<file path="config.mk">
export PLATFORM = sky130hd
export DESIGN_NAME = sys_ctl_bank
export DESIGN_NICKNAME = d
export VERILOG_FILES = /design/src/inc/sys_ctl_pkg.sv /design/src/core/sys_ctl_bank.sv
export SDC_FILE = /design/constraint.sdc
export NUM_CORES = 1
export LEC_CHECK = 0
export ABC_AREA = 1
export BUFFER_PORTS_ARGS = -buffer_cell sky130_fd_sc_hd__buf_2
export CORE_ASPECT_RATIO = 1.25
export CORE_MARGIN = 10
export CORE_UTILIZATION = 50
export CTS_CLUSTER_SIZE = 24
export DETAILED_ROUTE_END_ITERATION = 10
export GPL_ROUTABILITY_DRIVEN = 1
export MAX_ROUTING_LAYER = met4
export PLACE_DENSITY = 0.8
export REMOVE_ABC_BUFFERS = 1
export SLEW_MARGIN = 10
export SYNTH_ARGS = -nofsm -noshare
export SYNTH_HDL_FRONTEND = slang
export SYNTH_SLANG_ARGS = --single-unit
export TNS_END_PERCENT = 100
</file>
<file path="constraint.sdc">
create_clock -name i_clk -period 1.51 [get_ports i_clk]
set_clock_uncertainty 0.1 [all_clocks]
set_input_delay 0.2265 -clock i_clk [delete_from_list [all_inputs] [get_ports i_clk]]
set_output_delay 0.2265 -clock i_clk [all_outputs]
set_load 0.03 [all_outputs]
</file>
<file path="src/inc/sys_ctl_pkg.sv">
// constants and carriers for the system control port bank
package sys_ctl_pkg;
  // io port offsets
  localparam logic [15:0] PORT_KBD_DATA   = 16'h0060;
  localparam logic [15:0] PORT_SYS_CTL    = 16'h0061;
  localparam logic [15:0] PORT_SW_STATUS  = 16'h0062;
  localparam logic [15:0] PORT_LOCK_CTL   = 16'h0063;
  localparam logic [15:0] PORT_PRN_DATA   = 16'h0378;
  localparam logic [15:0] PORT_PRN_STATUS = 16'h0379;
  localparam logic [15:0] PORT_PRN_CTL    = 16'h037A;
  // field positions in the switch and error status byte
  localparam int STS_TIMER2_BIT = 4;
  localparam int STS_IOC_BIT    = 6;
  localparam int STS_PARITY_BIT = 7;
  // reset values and the unmapped read value
  localparam logic [7:0] SYS_CTL_RST  = 8'h30;
  localparam logic [7:0] CFG_WR_RST   = 8'h00;
  localparam logic [7:0] LOCK_CTL_RST = 8'h01;
  localparam logic [7:0] PRN_DATA_RST = 8'h00;
  localparam logic [4:0] PRN_CTL_RST  = 5'h00;
  localparam logic [7:0] KBD_RST      = 8'h00;
  localparam logic [7:0] UNMAPPED_RD  = 8'hFF;

  // system control byte, msb first
  typedef struct packed {
    logic kbd_clear;
    logic kbd_clk_en;
    logic ioc_en_n;
    logic par_en_n;
    logic grp_sel;
    logic spare;
    logic spk_data;
    logic spk_gate;
  } sys_ctl_t;

  // configuration byte written to the status port
  typedef struct packed {
    logic [1:0] fdd_hi;
    logic [1:0] disp_cfg;
    logic [1:0] mem_size;
    logic       copro;
    logic       fdd_lo;
  } cfg_wr_t;

  // parity and lock control byte
  typedef struct packed {
    logic [1:0] spare_hi;
    logic       lock;
    logic [2:0] spare_mid;
    logic       copro;
    logic       par_en_n;
  } lock_ctl_t;

  // io request from the host bus
  typedef struct packed {
    logic [15:0] addr;
    logic        rd;
    logic        wr;
    logic [7:0]  wdata;
  } io_req_t;

  // pins that arrive from outside the clock domain
  typedef struct packed {
    logic [7:0] kbd_data;
    logic       kbd_valid;
    logic       timer2;
    logic       par_err;
    logic       ioc_err;
    logic [1:0] disp_sw;
    logic       copro_sw;
    logic [1:0] mem_sw;
    logic       fdc_strap;
    logic [4:0] prn_status;
  } pins_t;
endpackage

</file>
<file path="src/core/sys_ctl_bank.sv">
// system control port bank: control, switches, keyboard and printer ports
//
// Contract
// RULE_01 - control bit 0 gates the speaker tone and bit 1 drives speaker data.
// RULE_02 - control bit 3 selects which switch group shows in the low nibble of the status port.
// RULE_03 - control bit 4 low enables parity error reporting, high disables it.
// RULE_04 - control bit 5 low enables io channel check reporting, high disables it.
// RULE_05 - control bit 6 enables the keyboard clock and bit 7 holds the keyboard cleared.
// RULE_06 - with group select low the status port shows the display switches in bits 0 and 1.
// RULE_07 - with group select high it shows coprocessor in bit 1 and memory size in bits 2, 3.
// RULE_08 - status bit 4 is timer counter 2, bit 6 io check and bit 7 parity check.
// RULE_09 - a write to the status port stores coprocessor, memory size and display config.
// RULE_10 - that write keeps the drive count in bit 0 and bits 6 and 7.
// RULE_11 - the printer data, status and control ports are decoded and served.
// RULE_12 - with the floppy strap removed the on-board floppy controller is disabled.
// RULE_13 - a read of the keyboard port returns the last received keyboard byte.
// RULE_14 - the lock port holds parity enable low in bit 0, coprocessor bit 1, lock bit 5.
`timescale 1ns/100ps
module sys_ctl_bank
  import sys_ctl_pkg::*;
(
  input  wire logic      i_clk,
  input  wire logic      i_rst,
  input  wire io_req_t   i_io,
  input  wire pins_t     i_pins,
  output logic [7:0]     o_io_rdata,
  output logic           o_io_rd_ack,
  output sys_ctl_t       o_sys_ctl,
  output cfg_wr_t        o_cfg,
  output lock_ctl_t      o_lock_ctl,
  output logic           o_fdc_en,
  output logic [7:0]     o_prn_data,
  output logic [4:0]     o_prn_ctl
);

  // whole state of the block
  typedef struct packed {
    pins_t      s1;
    pins_t      s2;
    logic       kbd_valid_d1;
    logic [7:0] kbd_byte;
    logic       par_flag;
    logic       ioc_flag;
    sys_ctl_t   ctl;
    cfg_wr_t    cfg;
    lock_ctl_t  lock;
    logic       fdc_en;
    logic [7:0] prn_data;
    logic [4:0] prn_ctl;
    logic [7:0] rdata;
    logic       rd_ack;
  } state_t;

  state_t st_q;
  state_t st_d;
  logic [3:0] low_nib;
  logic [7:0] sts_byte;

  // low nibble of the status port and the full status byte
  always_comb begin
    low_nib = 4'h0;
    sts_byte = 8'h00;
    // RULE_02 group select bit
    if (st_q.ctl.grp_sel) begin
      // RULE_07 coprocessor and memory group
      low_nib = {st_q.s2.mem_sw, st_q.s2.copro_sw, 1'b0};
    end else begin
      // RULE_06 display switch group
      low_nib = {2'b00, st_q.s2.disp_sw};
    end
    sts_byte[3:0] = low_nib;
    // RULE_08 timer and error status
    sts_byte[STS_TIMER2_BIT] = st_q.s2.timer2;
    sts_byte[STS_IOC_BIT] = st_q.ioc_flag;
    sts_byte[STS_PARITY_BIT] = st_q.par_flag;
  end

  // next state
  always_comb begin
    st_d = st_q;
    st_d.s1 = i_pins;
    st_d.s2 = st_q.s1;
    st_d.kbd_valid_d1 = st_q.s2.kbd_valid;
    st_d.rd_ack = 1'b0;
    // RULE_12 strap removed disables controller
    st_d.fdc_en = st_q.s2.fdc_strap;

    // RULE_05 clear holds the keyboard byte empty
    if (st_q.ctl.kbd_clear) begin
      st_d.kbd_byte = KBD_RST;
    end else if (st_q.s2.kbd_valid && !st_q.kbd_valid_d1) begin
      // RULE_13 capture byte on valid edge
      st_d.kbd_byte = st_q.s2.kbd_data;
    end

    // RULE_03 parity flag, clear then set
    if (st_q.ctl.par_en_n) begin
      st_d.par_flag = 1'b0;
    end
    if (!st_q.ctl.par_en_n && st_q.s2.par_err) begin
      st_d.par_flag = 1'b1;
    end
    // RULE_04 io check flag, clear then set
    if (st_q.ctl.ioc_en_n) begin
      st_d.ioc_flag = 1'b0;
    end
    if (!st_q.ctl.ioc_en_n && st_q.s2.ioc_err) begin
      st_d.ioc_flag = 1'b1;
    end

    // register writes
    if (i_io.wr) begin
      case (i_io.addr)
        // RULE_01 speaker and control bits stored
        PORT_SYS_CTL: st_d.ctl = sys_ctl_t'(i_io.wdata);
        // RULE_09 configuration write
        // RULE_10 drive count bits kept
        PORT_SW_STATUS: st_d.cfg = cfg_wr_t'(i_io.wdata);
        // RULE_14 lock control write
        PORT_LOCK_CTL: st_d.lock = lock_ctl_t'(i_io.wdata);
        // RULE_11 printer data and control
        PORT_PRN_DATA: st_d.prn_data = i_io.wdata;
        PORT_PRN_CTL: st_d.prn_ctl = i_io.wdata[4:0];
        default: st_d.ctl = st_d.ctl;
      endcase
    end

    // register reads, answered one cycle later
    if (i_io.rd) begin
      st_d.rd_ack = 1'b1;
      case (i_io.addr)
        // RULE_13 keyboard byte read
        PORT_KBD_DATA: st_d.rdata = st_q.kbd_byte;
        PORT_SYS_CTL: st_d.rdata = st_q.ctl;
        PORT_SW_STATUS: st_d.rdata = sts_byte;
        // RULE_11 printer reads
        PORT_PRN_DATA: st_d.rdata = st_q.prn_data;
        PORT_PRN_STATUS: st_d.rdata = {st_q.s2.prn_status, 3'h0};
        PORT_PRN_CTL: st_d.rdata = {3'h0, st_q.prn_ctl};
        default: st_d.rdata = UNMAPPED_RD;
      endcase
    end
  end

  // state register, synchronous reset
  always_ff @(posedge i_clk) begin
    if (i_rst) begin
      st_q <= '0;
      st_q.ctl <= sys_ctl_t'(SYS_CTL_RST);
      st_q.cfg <= cfg_wr_t'(CFG_WR_RST);
      st_q.lock <= lock_ctl_t'(LOCK_CTL_RST);
      st_q.prn_data <= PRN_DATA_RST;
      st_q.prn_ctl <= PRN_CTL_RST;
      st_q.kbd_byte <= KBD_RST;
    end else begin
      st_q <= st_d;
    end
  end

  // outputs straight from state
  assign o_io_rdata = st_q.rdata;
  assign o_io_rd_ack = st_q.rd_ack;
  assign o_sys_ctl = st_q.ctl;
  assign o_cfg = st_q.cfg;
  assign o_lock_ctl = st_q.lock;
  assign o_fdc_en = st_q.fdc_en;
  assign o_prn_data = st_q.prn_data;
  assign o_prn_ctl = st_q.prn_ctl;
endmodule

</file>
## After elaboration in Yosys (flattened, before gate mapping)

Cells that the tools add are included.

| storage, ports and cells | value |
|---|---|
| register bits after elaboration | 104 |
| input bits | 51 |
| output and inout port bits | 47 |

| cells by class | value |
|---|---|
| equal/unequal tests | 7 |
| muxes and demuxes | 7 |
| reductions and logical operators | 14 |

Operators by type and width:

| operator | number |
|---|---|
| $eq A16 B7 Y1 const B | 4 |
| $eq A16 B10 Y1 const B | 3 |
| $pmux W8 S6 | 1 |
| $reduce_and A2 Y1 | 5 |
| $mux W1 | 5 |
| $mux W4 | 1 |
| $reduce_bool A2 Y1 | 2 |
| $logic_and A1 B1 Y1 | 3 |
| $logic_not A1 Y1 | 3 |
| $reduce_or A2 Y1 | 1 |

## Longest topological paths before layout

Gate-level depths: netlist (run 1).

| logic depth | value |
|---|---|
| depth in word-level cells | 3 |
| gate-level depth with buffers | 11 |
| gate-level depth less buffers | 11 |

## Worst setup path after synthesis (run 1)

OpenSTA, ideal clock, no wires.

| path | value |
|---|---|
| path type | in2reg |
| from | input port i_io[25] in the netlist's numbering |
| to | register st_q, in the netlist o_sys_ctl[4] |
| data arrival time | 1.168 ns |
| path slack | 0.107 ns |
| stages on the path | 8 |
| cell sequence | nor2_1 > nand2_2 > nor2_2 > buf_6 > nand3_1 > buf_2 > nand2_1 > o211ai_1 |

| between the ends | value |
|---|---|
| word-level cells in the longest chain between the ends | 2 |

RTL lines:

| what | RTL line | source |
|---|---|---|
| start: declaration | sys_ctl_bank.sv:24 | `input wire io_req_t i_io,` |
| $eq A16 B7 Y1 | sys_ctl_bank.sv:113 | `case (i_io.addr)` |
| $reduce_and A2 Y1 (no line) | n/a |  |
| end signal: assignment | sys_ctl_bank.sv:156 | `st_q <= st_d;` |
| end: declaration | sys_ctl_bank.sv:54 | `state_t st_q;` |

Every way passes these cells.
A chain may end at the register's enable or synchronous reset.

## Final worst setup path (run 1)

| path | value |
|---|---|
| from | register st_q, in the netlist o_sys_ctl[3] |
| to | output port o_sys_ctl[3] in the netlist's numbering |

RTL lines:

| what | RTL line | source |
|---|---|---|
| end: declaration | sys_ctl_bank.sv:28 | `output sys_ctl_t o_sys_ctl,` |

No word-level cell between the ends.

==> impl_metrics.toml, run 1 <==
[placement]
dpl_cell_area_sq_mm = 0.004728
port_buffers = 97
place.gp.congestion = 0.9356
dp_hpwl_mm = 8.153

[grt]
grt_max_degree = 68
antenna_found_initial = 0
grtUsageTotal_pct = 17.61
grt_overflow = 0
grt_pass1_wl_mm = 17.18
grt_pass1_vias = 3550

[sta]
tightest_slew_ns = 0.3069
setup_violations = 0
period_needed_ns = 1.422
holdWs_ns = 0.04153
rsz0062_at_grt = "no"
drv_slew = 0
timing.final.crit_share_pct = 94.20
maxSlewHeadroom_pct = 79.52
hold_viol = 0
max_freq_mhz = 703.1

[min_path]
hold_class = "in -> reg"

[floorplan]
dieArea_sq_mm = 0.01281
start_util_pct = 51.98
rows = 37
design.core.area_sq_mm = 0.008333
fp.dieH_microns = 124.1
die_w_microns = 103.3
ioPinCount = 98

[cts]
cts.clk_slew.worst_paths_ns = 0.10
clkSinkCount = 104
clk_latency_ns = 0.37
clock_tree.buffer_depth = 2
ctsHtreeMaxLevel = 3
cts_setup_buffers = 0
cts_tree = "done"
numCtsBuffers = 9
clock_tree.root_cell = "clkbuf_8"

[setup_path]
critPathArrivalTime_ns = 1.10
endpoint_kind = "primary output"
crit_family = "flip-flops"
criticalPathCategory = "reg -> out"
crit_buf_inv = 1
cp.required_ns = 1.18
path_cells = "buf_2"
crit_path_start_kind = "flop"
max_stage_delay_ns = 0.47
crit_slowest_cell = "dfxtp_1"
path_max_fanout = 6

[finish]
final_nets = 723
seq_area_sq_mm = 0.002082
drive_above_1_share_pct = 23.93
n_fill_cell = 732
multi_input_area_sq_mm = 0.001475
fin_util_pct = 61.76
area_growth_pct = 18.80
antenna_cells = 0
design_area_sq_mm = 0.005146

[synthesis]
async_flop_share_pct = 0
avgSynthCellArea_sq_um = 7.481
synth_top_area_cell = "dfxtp_1"
yosys-top-cells-count = "112 x nor2_1, 104 x dfxtp_1, 85 x inv_1"
synthFlopType = "dfxtp_1"
yosysUniqueCellTypes = 25
ys_ff_latch = 104
syn_inst = 579
synth_area_leaders = "dfxtp_1 48%, nor2_1 9.7%, buf_4 7.8%"
yosysWarnings = 0
synth-edff-count = 0
synth_most_common_cell = "nor2_1"
synth_seq_area_share_pct = 48.06
synth_top_area_share_pct = 48.06
synth_area_sq_mm = 0.004332

[drt]
totalWireLength_mm = 10.71
post-route-drc-count = 0
vias = 3615
viasPerCell = 4.671
detail_route.iter0.violations = 186
routedWlPerCell_microns = 13.84
final_antenna_net_count = 0
firstDrtPassIters = 5

[power_and_ir_drop]
pwr-share-seq_pct = 58.7
p_int_mw = 3.621
fin_total_pwr_mw = 4.860
p_clk_share_pct = 33.5
p_leak_nw = 2.549
comb_power_share_pct = 7.8
vdd_drop_max_uv = 614.3
p_sw_share_pct = 25.50
p_per_area_mw_per_mm2 = 944.4
p_switching_mw = 1.239

[job]
drv_cap = 0

[run_status]
status = "finished, final reports clean"
==> power groups by stage <==
stage	sequential [mW]	clock, mW	combinational, mW
2_1_floorplan	2.94	0	0.116
3_3_place_gp	2.91	0	0.325
3_5_place_dp	2.92	0	0.334
4_1_cts	2.85	1.66	0.380
5_1_grt	2.86	1.77	0.424
6_report	2.85	1.63	0.379
==> registers in the layout (all words and copies together) (netlist names) <==
register,count
o_prn_ctl,5
o_sys_ctl,8
st_q,32
st_d,25
o_cfg,8
o_fdc_en,1
o_lock_ctl,8
o_io_rdata,8
o_prn_data,8
o_io_rd_ack,1
==> metrics by stage <==
step	cells	worst slack, ns	TNS [ns]
2_1_floorplan	515	-0.3865	-7.495
5_1_grt	774	0.03486	0
4_1_cts	774	0.07229	0
6_report	774	0.08765	0
3_3_place_gp	735	-0.07519	-1.588
3_5_place_dp	735	-0.09894	-1.857
==> repair_timing <==
item                      in CTS  in global routing
hold endpoints to repair      23                  0
hold buffers                  23                  0
gates resized for setup        0                  0
==> cells in the final DEF, fill, tap and decap left out <==
cell type,n
a211oi_1,2
a21oi_1,32
and2_4,1
buf_12,3
buf_2,97
buf_4,23
clkbuf_8,9
clkinv_4,2
clkinvlp_4,2
dfxtp_1,104
dlygate4sd3_1,23
inv_1,85
inv_2,1
inv_6,2
inv_8,2
nand2_1,72
nand2_2,5
nand2_4,3
nand3_1,48
nand3_2,1
nand4_1,1
nor2_1,112
nor2_2,6
nor2_4,5
nor3_1,2
o211ai_1,2
o21ai_0,26
o21ai_1,6
==> metal layers <==
| layer | vias up | wire length, microns | global-route usage [%] |
|---|---|---|---|
| li1 | 1919 | - | - |
| met3 | 8 | 631 | 4.377 |
| met1 | 1592 | 4488 | 18.84 |
| met2 | 96 | 5471 | 31.36 |
| met5 | - | 0 | - |
| met4 | 0 | 124 | 5.052 |
==> logic make-up (layout without fill, tap and decap cells) <==
logic type / Yosys count / after routing / share of synthesized area [%]
and+or+nand+nor: 256 / 256 / 25.97
buffers and inverters: 151 / 249 / 17.88
DFF: 104 / 104 / 48.06
AOI/OAI and AO/OA: 68 / 68 / 8.087
==> path summary, 6_finish.rpt <==
kind,from,endpoint,slack [ns],cells after the start
hold / removal,i_rst,o_sys_ctl[0]$_SDFFE_PP0P_,0.04,2
setup reg to reg,o_sys_ctl[3]$_SDFFE_PP0P_,o_io_rdata[0]$_SDFFE_PP0P_,0.19,7
hold reg to reg,st_d[68]$_SDFF_PP0_,st_q[68]$_SDFF_PP0_,0.30,2
setup / recovery,o_sys_ctl[3]$_SDFFE_PP0P_,o_sys_ctl[3],0.09,1
==> area by class of cell <==
cell class / count / area share [%]
clock buffers: 9 / 2.407
flip-flops and latches: 104 / 40.46
well taps: 97 / 2.358
multi-input cells: 324 / 28.67
clock inverters: 7 / 1.240
repair buffers: 146 / 18.43
inverters: 87 / 6.443
(Power assumes the default switching activity.)
==> inputs of run 2 (changes only) <==
--- a/config.mk
+++ b/config.mk
@@ -7,7 +7,7 @@
 export LEC_CHECK = 0
 export ABC_AREA = 1
 export BUFFER_PORTS_ARGS = -buffer_cell sky130_fd_sc_hd__buf_2
-export CORE_ASPECT_RATIO = 1.25
+export CORE_ASPECT_RATIO = 1.4
 export CORE_MARGIN = 10
 export CORE_UTILIZATION = 50
 export CTS_CLUSTER_SIZE = 24
==> run 2 against run 1 <==
Effect of this change: non-clock buffer count is 1 higher; first-iteration DRC count up 21%; sequential share of layout area shrank 1.1 points; worst hold slack improved by 0.036 ns; die area increased by 0.23%; power up 13%; critical path type unchanged; highest routed layer unchanged.
==> impl_metrics.toml, run 2 (same netlist as run 1, synthesis figures left out) <==
[run_status]
status = "finished, final reports clean"

[setup_path]
crit_path_start_kind = "flop"
max_stage_delay_ns = 0.44
path_depth = 1
endpoint_kind = "primary output"
cp.required_ns = 1.18
critPathArrivalTime_ns = 1.03
reg2reg_depth = 9
r2r-end = "o_io_rdata[1]$_SDFFE_PP0P_"
rrSetupSlack_ns = 0.24
criticalPathCategory = "reg -> out"
path_cells = "buf_2"
crit_slowest_cell = "dfxtp_1"
startpoint = "o_sys_ctl[5]$_SDFFE_PP1P_"
crit_family = "flip-flops"
crit_buf_inv = 1
cp-endpoint = "o_sys_ctl[5]"
path_max_fanout = 4
regToRegStartpoint = "o_sys_ctl[3]$_SDFFE_PP0P_"

[finish]
final_nets = 724
drive_above_1_share_pct = 24.04
antenna_cells = 0
largest_reg_flops = 32
final_common_cell = "nor2_1"
area_growth_pct = 22.18
final_cell_mix = "112 x nor2_1, 103 x dfxtp_1, 97 x buf_2"
design_area_sq_mm = 0.005293
fin_util_pct = 62.21
regMostFlops = "st_q"

[floorplan]
start_util_pct = 50.91
design.core.area_sq_mm = 0.008508
fp.dieH_microns = 130.1
die_w_microns = 98.67
rows = 40
ioPinCount = 98
dieArea_sq_mm = 0.01284

[drt]
post-route-drc-count = 0
routedWlPerCell_microns = 14.01
totalWireLength_mm = 10.97
detail_route.iter0.violations = 225
firstDrtPassIters = 5
vias = 3698
viasPerCell = 4.723
final_antenna_net_count = 0

[cts]
cts.clk_slew.worst_paths_ns = 0.07
clkSinkCount = 104
ctsHtreeMaxLevel = 3
clock_tree.buffer_depth = 2
cts_tree = "done"
clk_latency_ns = 0.35
numCtsBuffers = 9
clock_tree.root_cell = "clkbuf_16"

[power_and_ir_drop]
vdd_drop_max_uv = 797.0
p_per_area_mw_per_mm2 = 1036
fin_total_pwr_mw = 5.483
p_leak_nw = 2.610

[placement]
pre_cts_slack_ns = -0.1364
port_buffers = 97
dp_hpwl_mm = 8.326
place.gp.congestion = 0.9395
dpl_cell_area_sq_mm = 0.004771

[sta]
drv_slew = 0
maxSlewHeadroom_pct = 79.60
fin_ws_ns = 0.1513
rsz0062_at_grt = "no"
holdWs_ns = 0.07707
tightest_slew_ns = 0.3049
hold_viol = 0
period_needed_ns = 1.359
max_freq_mhz = 736.0
setup_violations = 0
timing.final.crit_share_pct = 89.98

[min_path]
hold_class = "in -> reg"

[grt]
grt_pass1_vias = 3698
grt_overflow = 0
grt_max_degree = 68
grt_pass1_wl_mm = 17.68
grtUsageTotal_pct = 17.67
antenna_found_initial = 0

[job]
drv_cap = 0
## run 2: cell types whose count changed in the layout (fill, tap and decap cells not counted), sizes merged
cell      before  now
clkbuf         9   12
buf          123  124
clkinv         2    1
clkinvlp       2    1
inv           90   89
## run 2: repair_timing
item / in CTS / in global routing
endpoints found under the hold margin: 23 / 0
hold buffers: 23 / 0
setup endpoints to repair: 0 / 1
resized for setup: 0 / 1
buffers inserted: 0 / 0
## run 2: routing by layer
layer | share of wire, % | vias up | global-route usage (%)
met5 | 0 | - | -
met3 | 5.3 | 25 | 4.021
li1 | - | 1916 | -
met4 | 3.3 | 0 | 9.214
met2 | 51 | 113 | 31.08
met1 | 40 | 1644 | 18.03
## run 2: stage by stage
stage,TNS [ns],cells
6_report,0,783
5_1_grt,0,783
3_3_place_gp,-1.189,744
2_1_floorplan,-7.495,515
3_5_place_dp,-3.044,744
4_1_cts,0,783
## run 2: power by group
group          switching (mW)  total [mW]  internal [mW]
combinational           0.224       0.382          0.158
sequential             0.0258        2.85           2.83
clock                    1.02        2.25           1.23
## run 2: how the worst min path moves through the flow
stage                     cells after the start                start                         end  slack [ns]
after floorplan                               1                i_rst       o_cfg[0]$_SDFFE_PP0P_        0.20
after global placement                        2  st_d[79]$_SDFF_PP0_         st_q[79]$_SDFF_PP0_        0.29
after CTS                                     3              i_io[5]  o_prn_data[5]$_SDFFE_PP0P_        0.07
after global routing                          2                i_rst   o_sys_ctl[6]$_SDFFE_PP0P_        0.09
after detailed placement                      2  st_d[22]$_SDFF_PP0_         o_fdc_en$_SDFF_PP0_        0.29
final                                         3              i_io[5]       o_cfg[5]$_SDFFE_PP0P_        0.08
## run 2: final cells by class
cell class                      instances  area [sq um]
Inverter                               87         331.6
Multi-Input combinational cell        324          1475
Tap cell                              105         131.4
Clock inverter                          4         33.78
Sequential cell                       104          2083
Fill cell                             769          3216
Clock buffer                           12         256.5
Timing Repair Buffer                  147         980.9
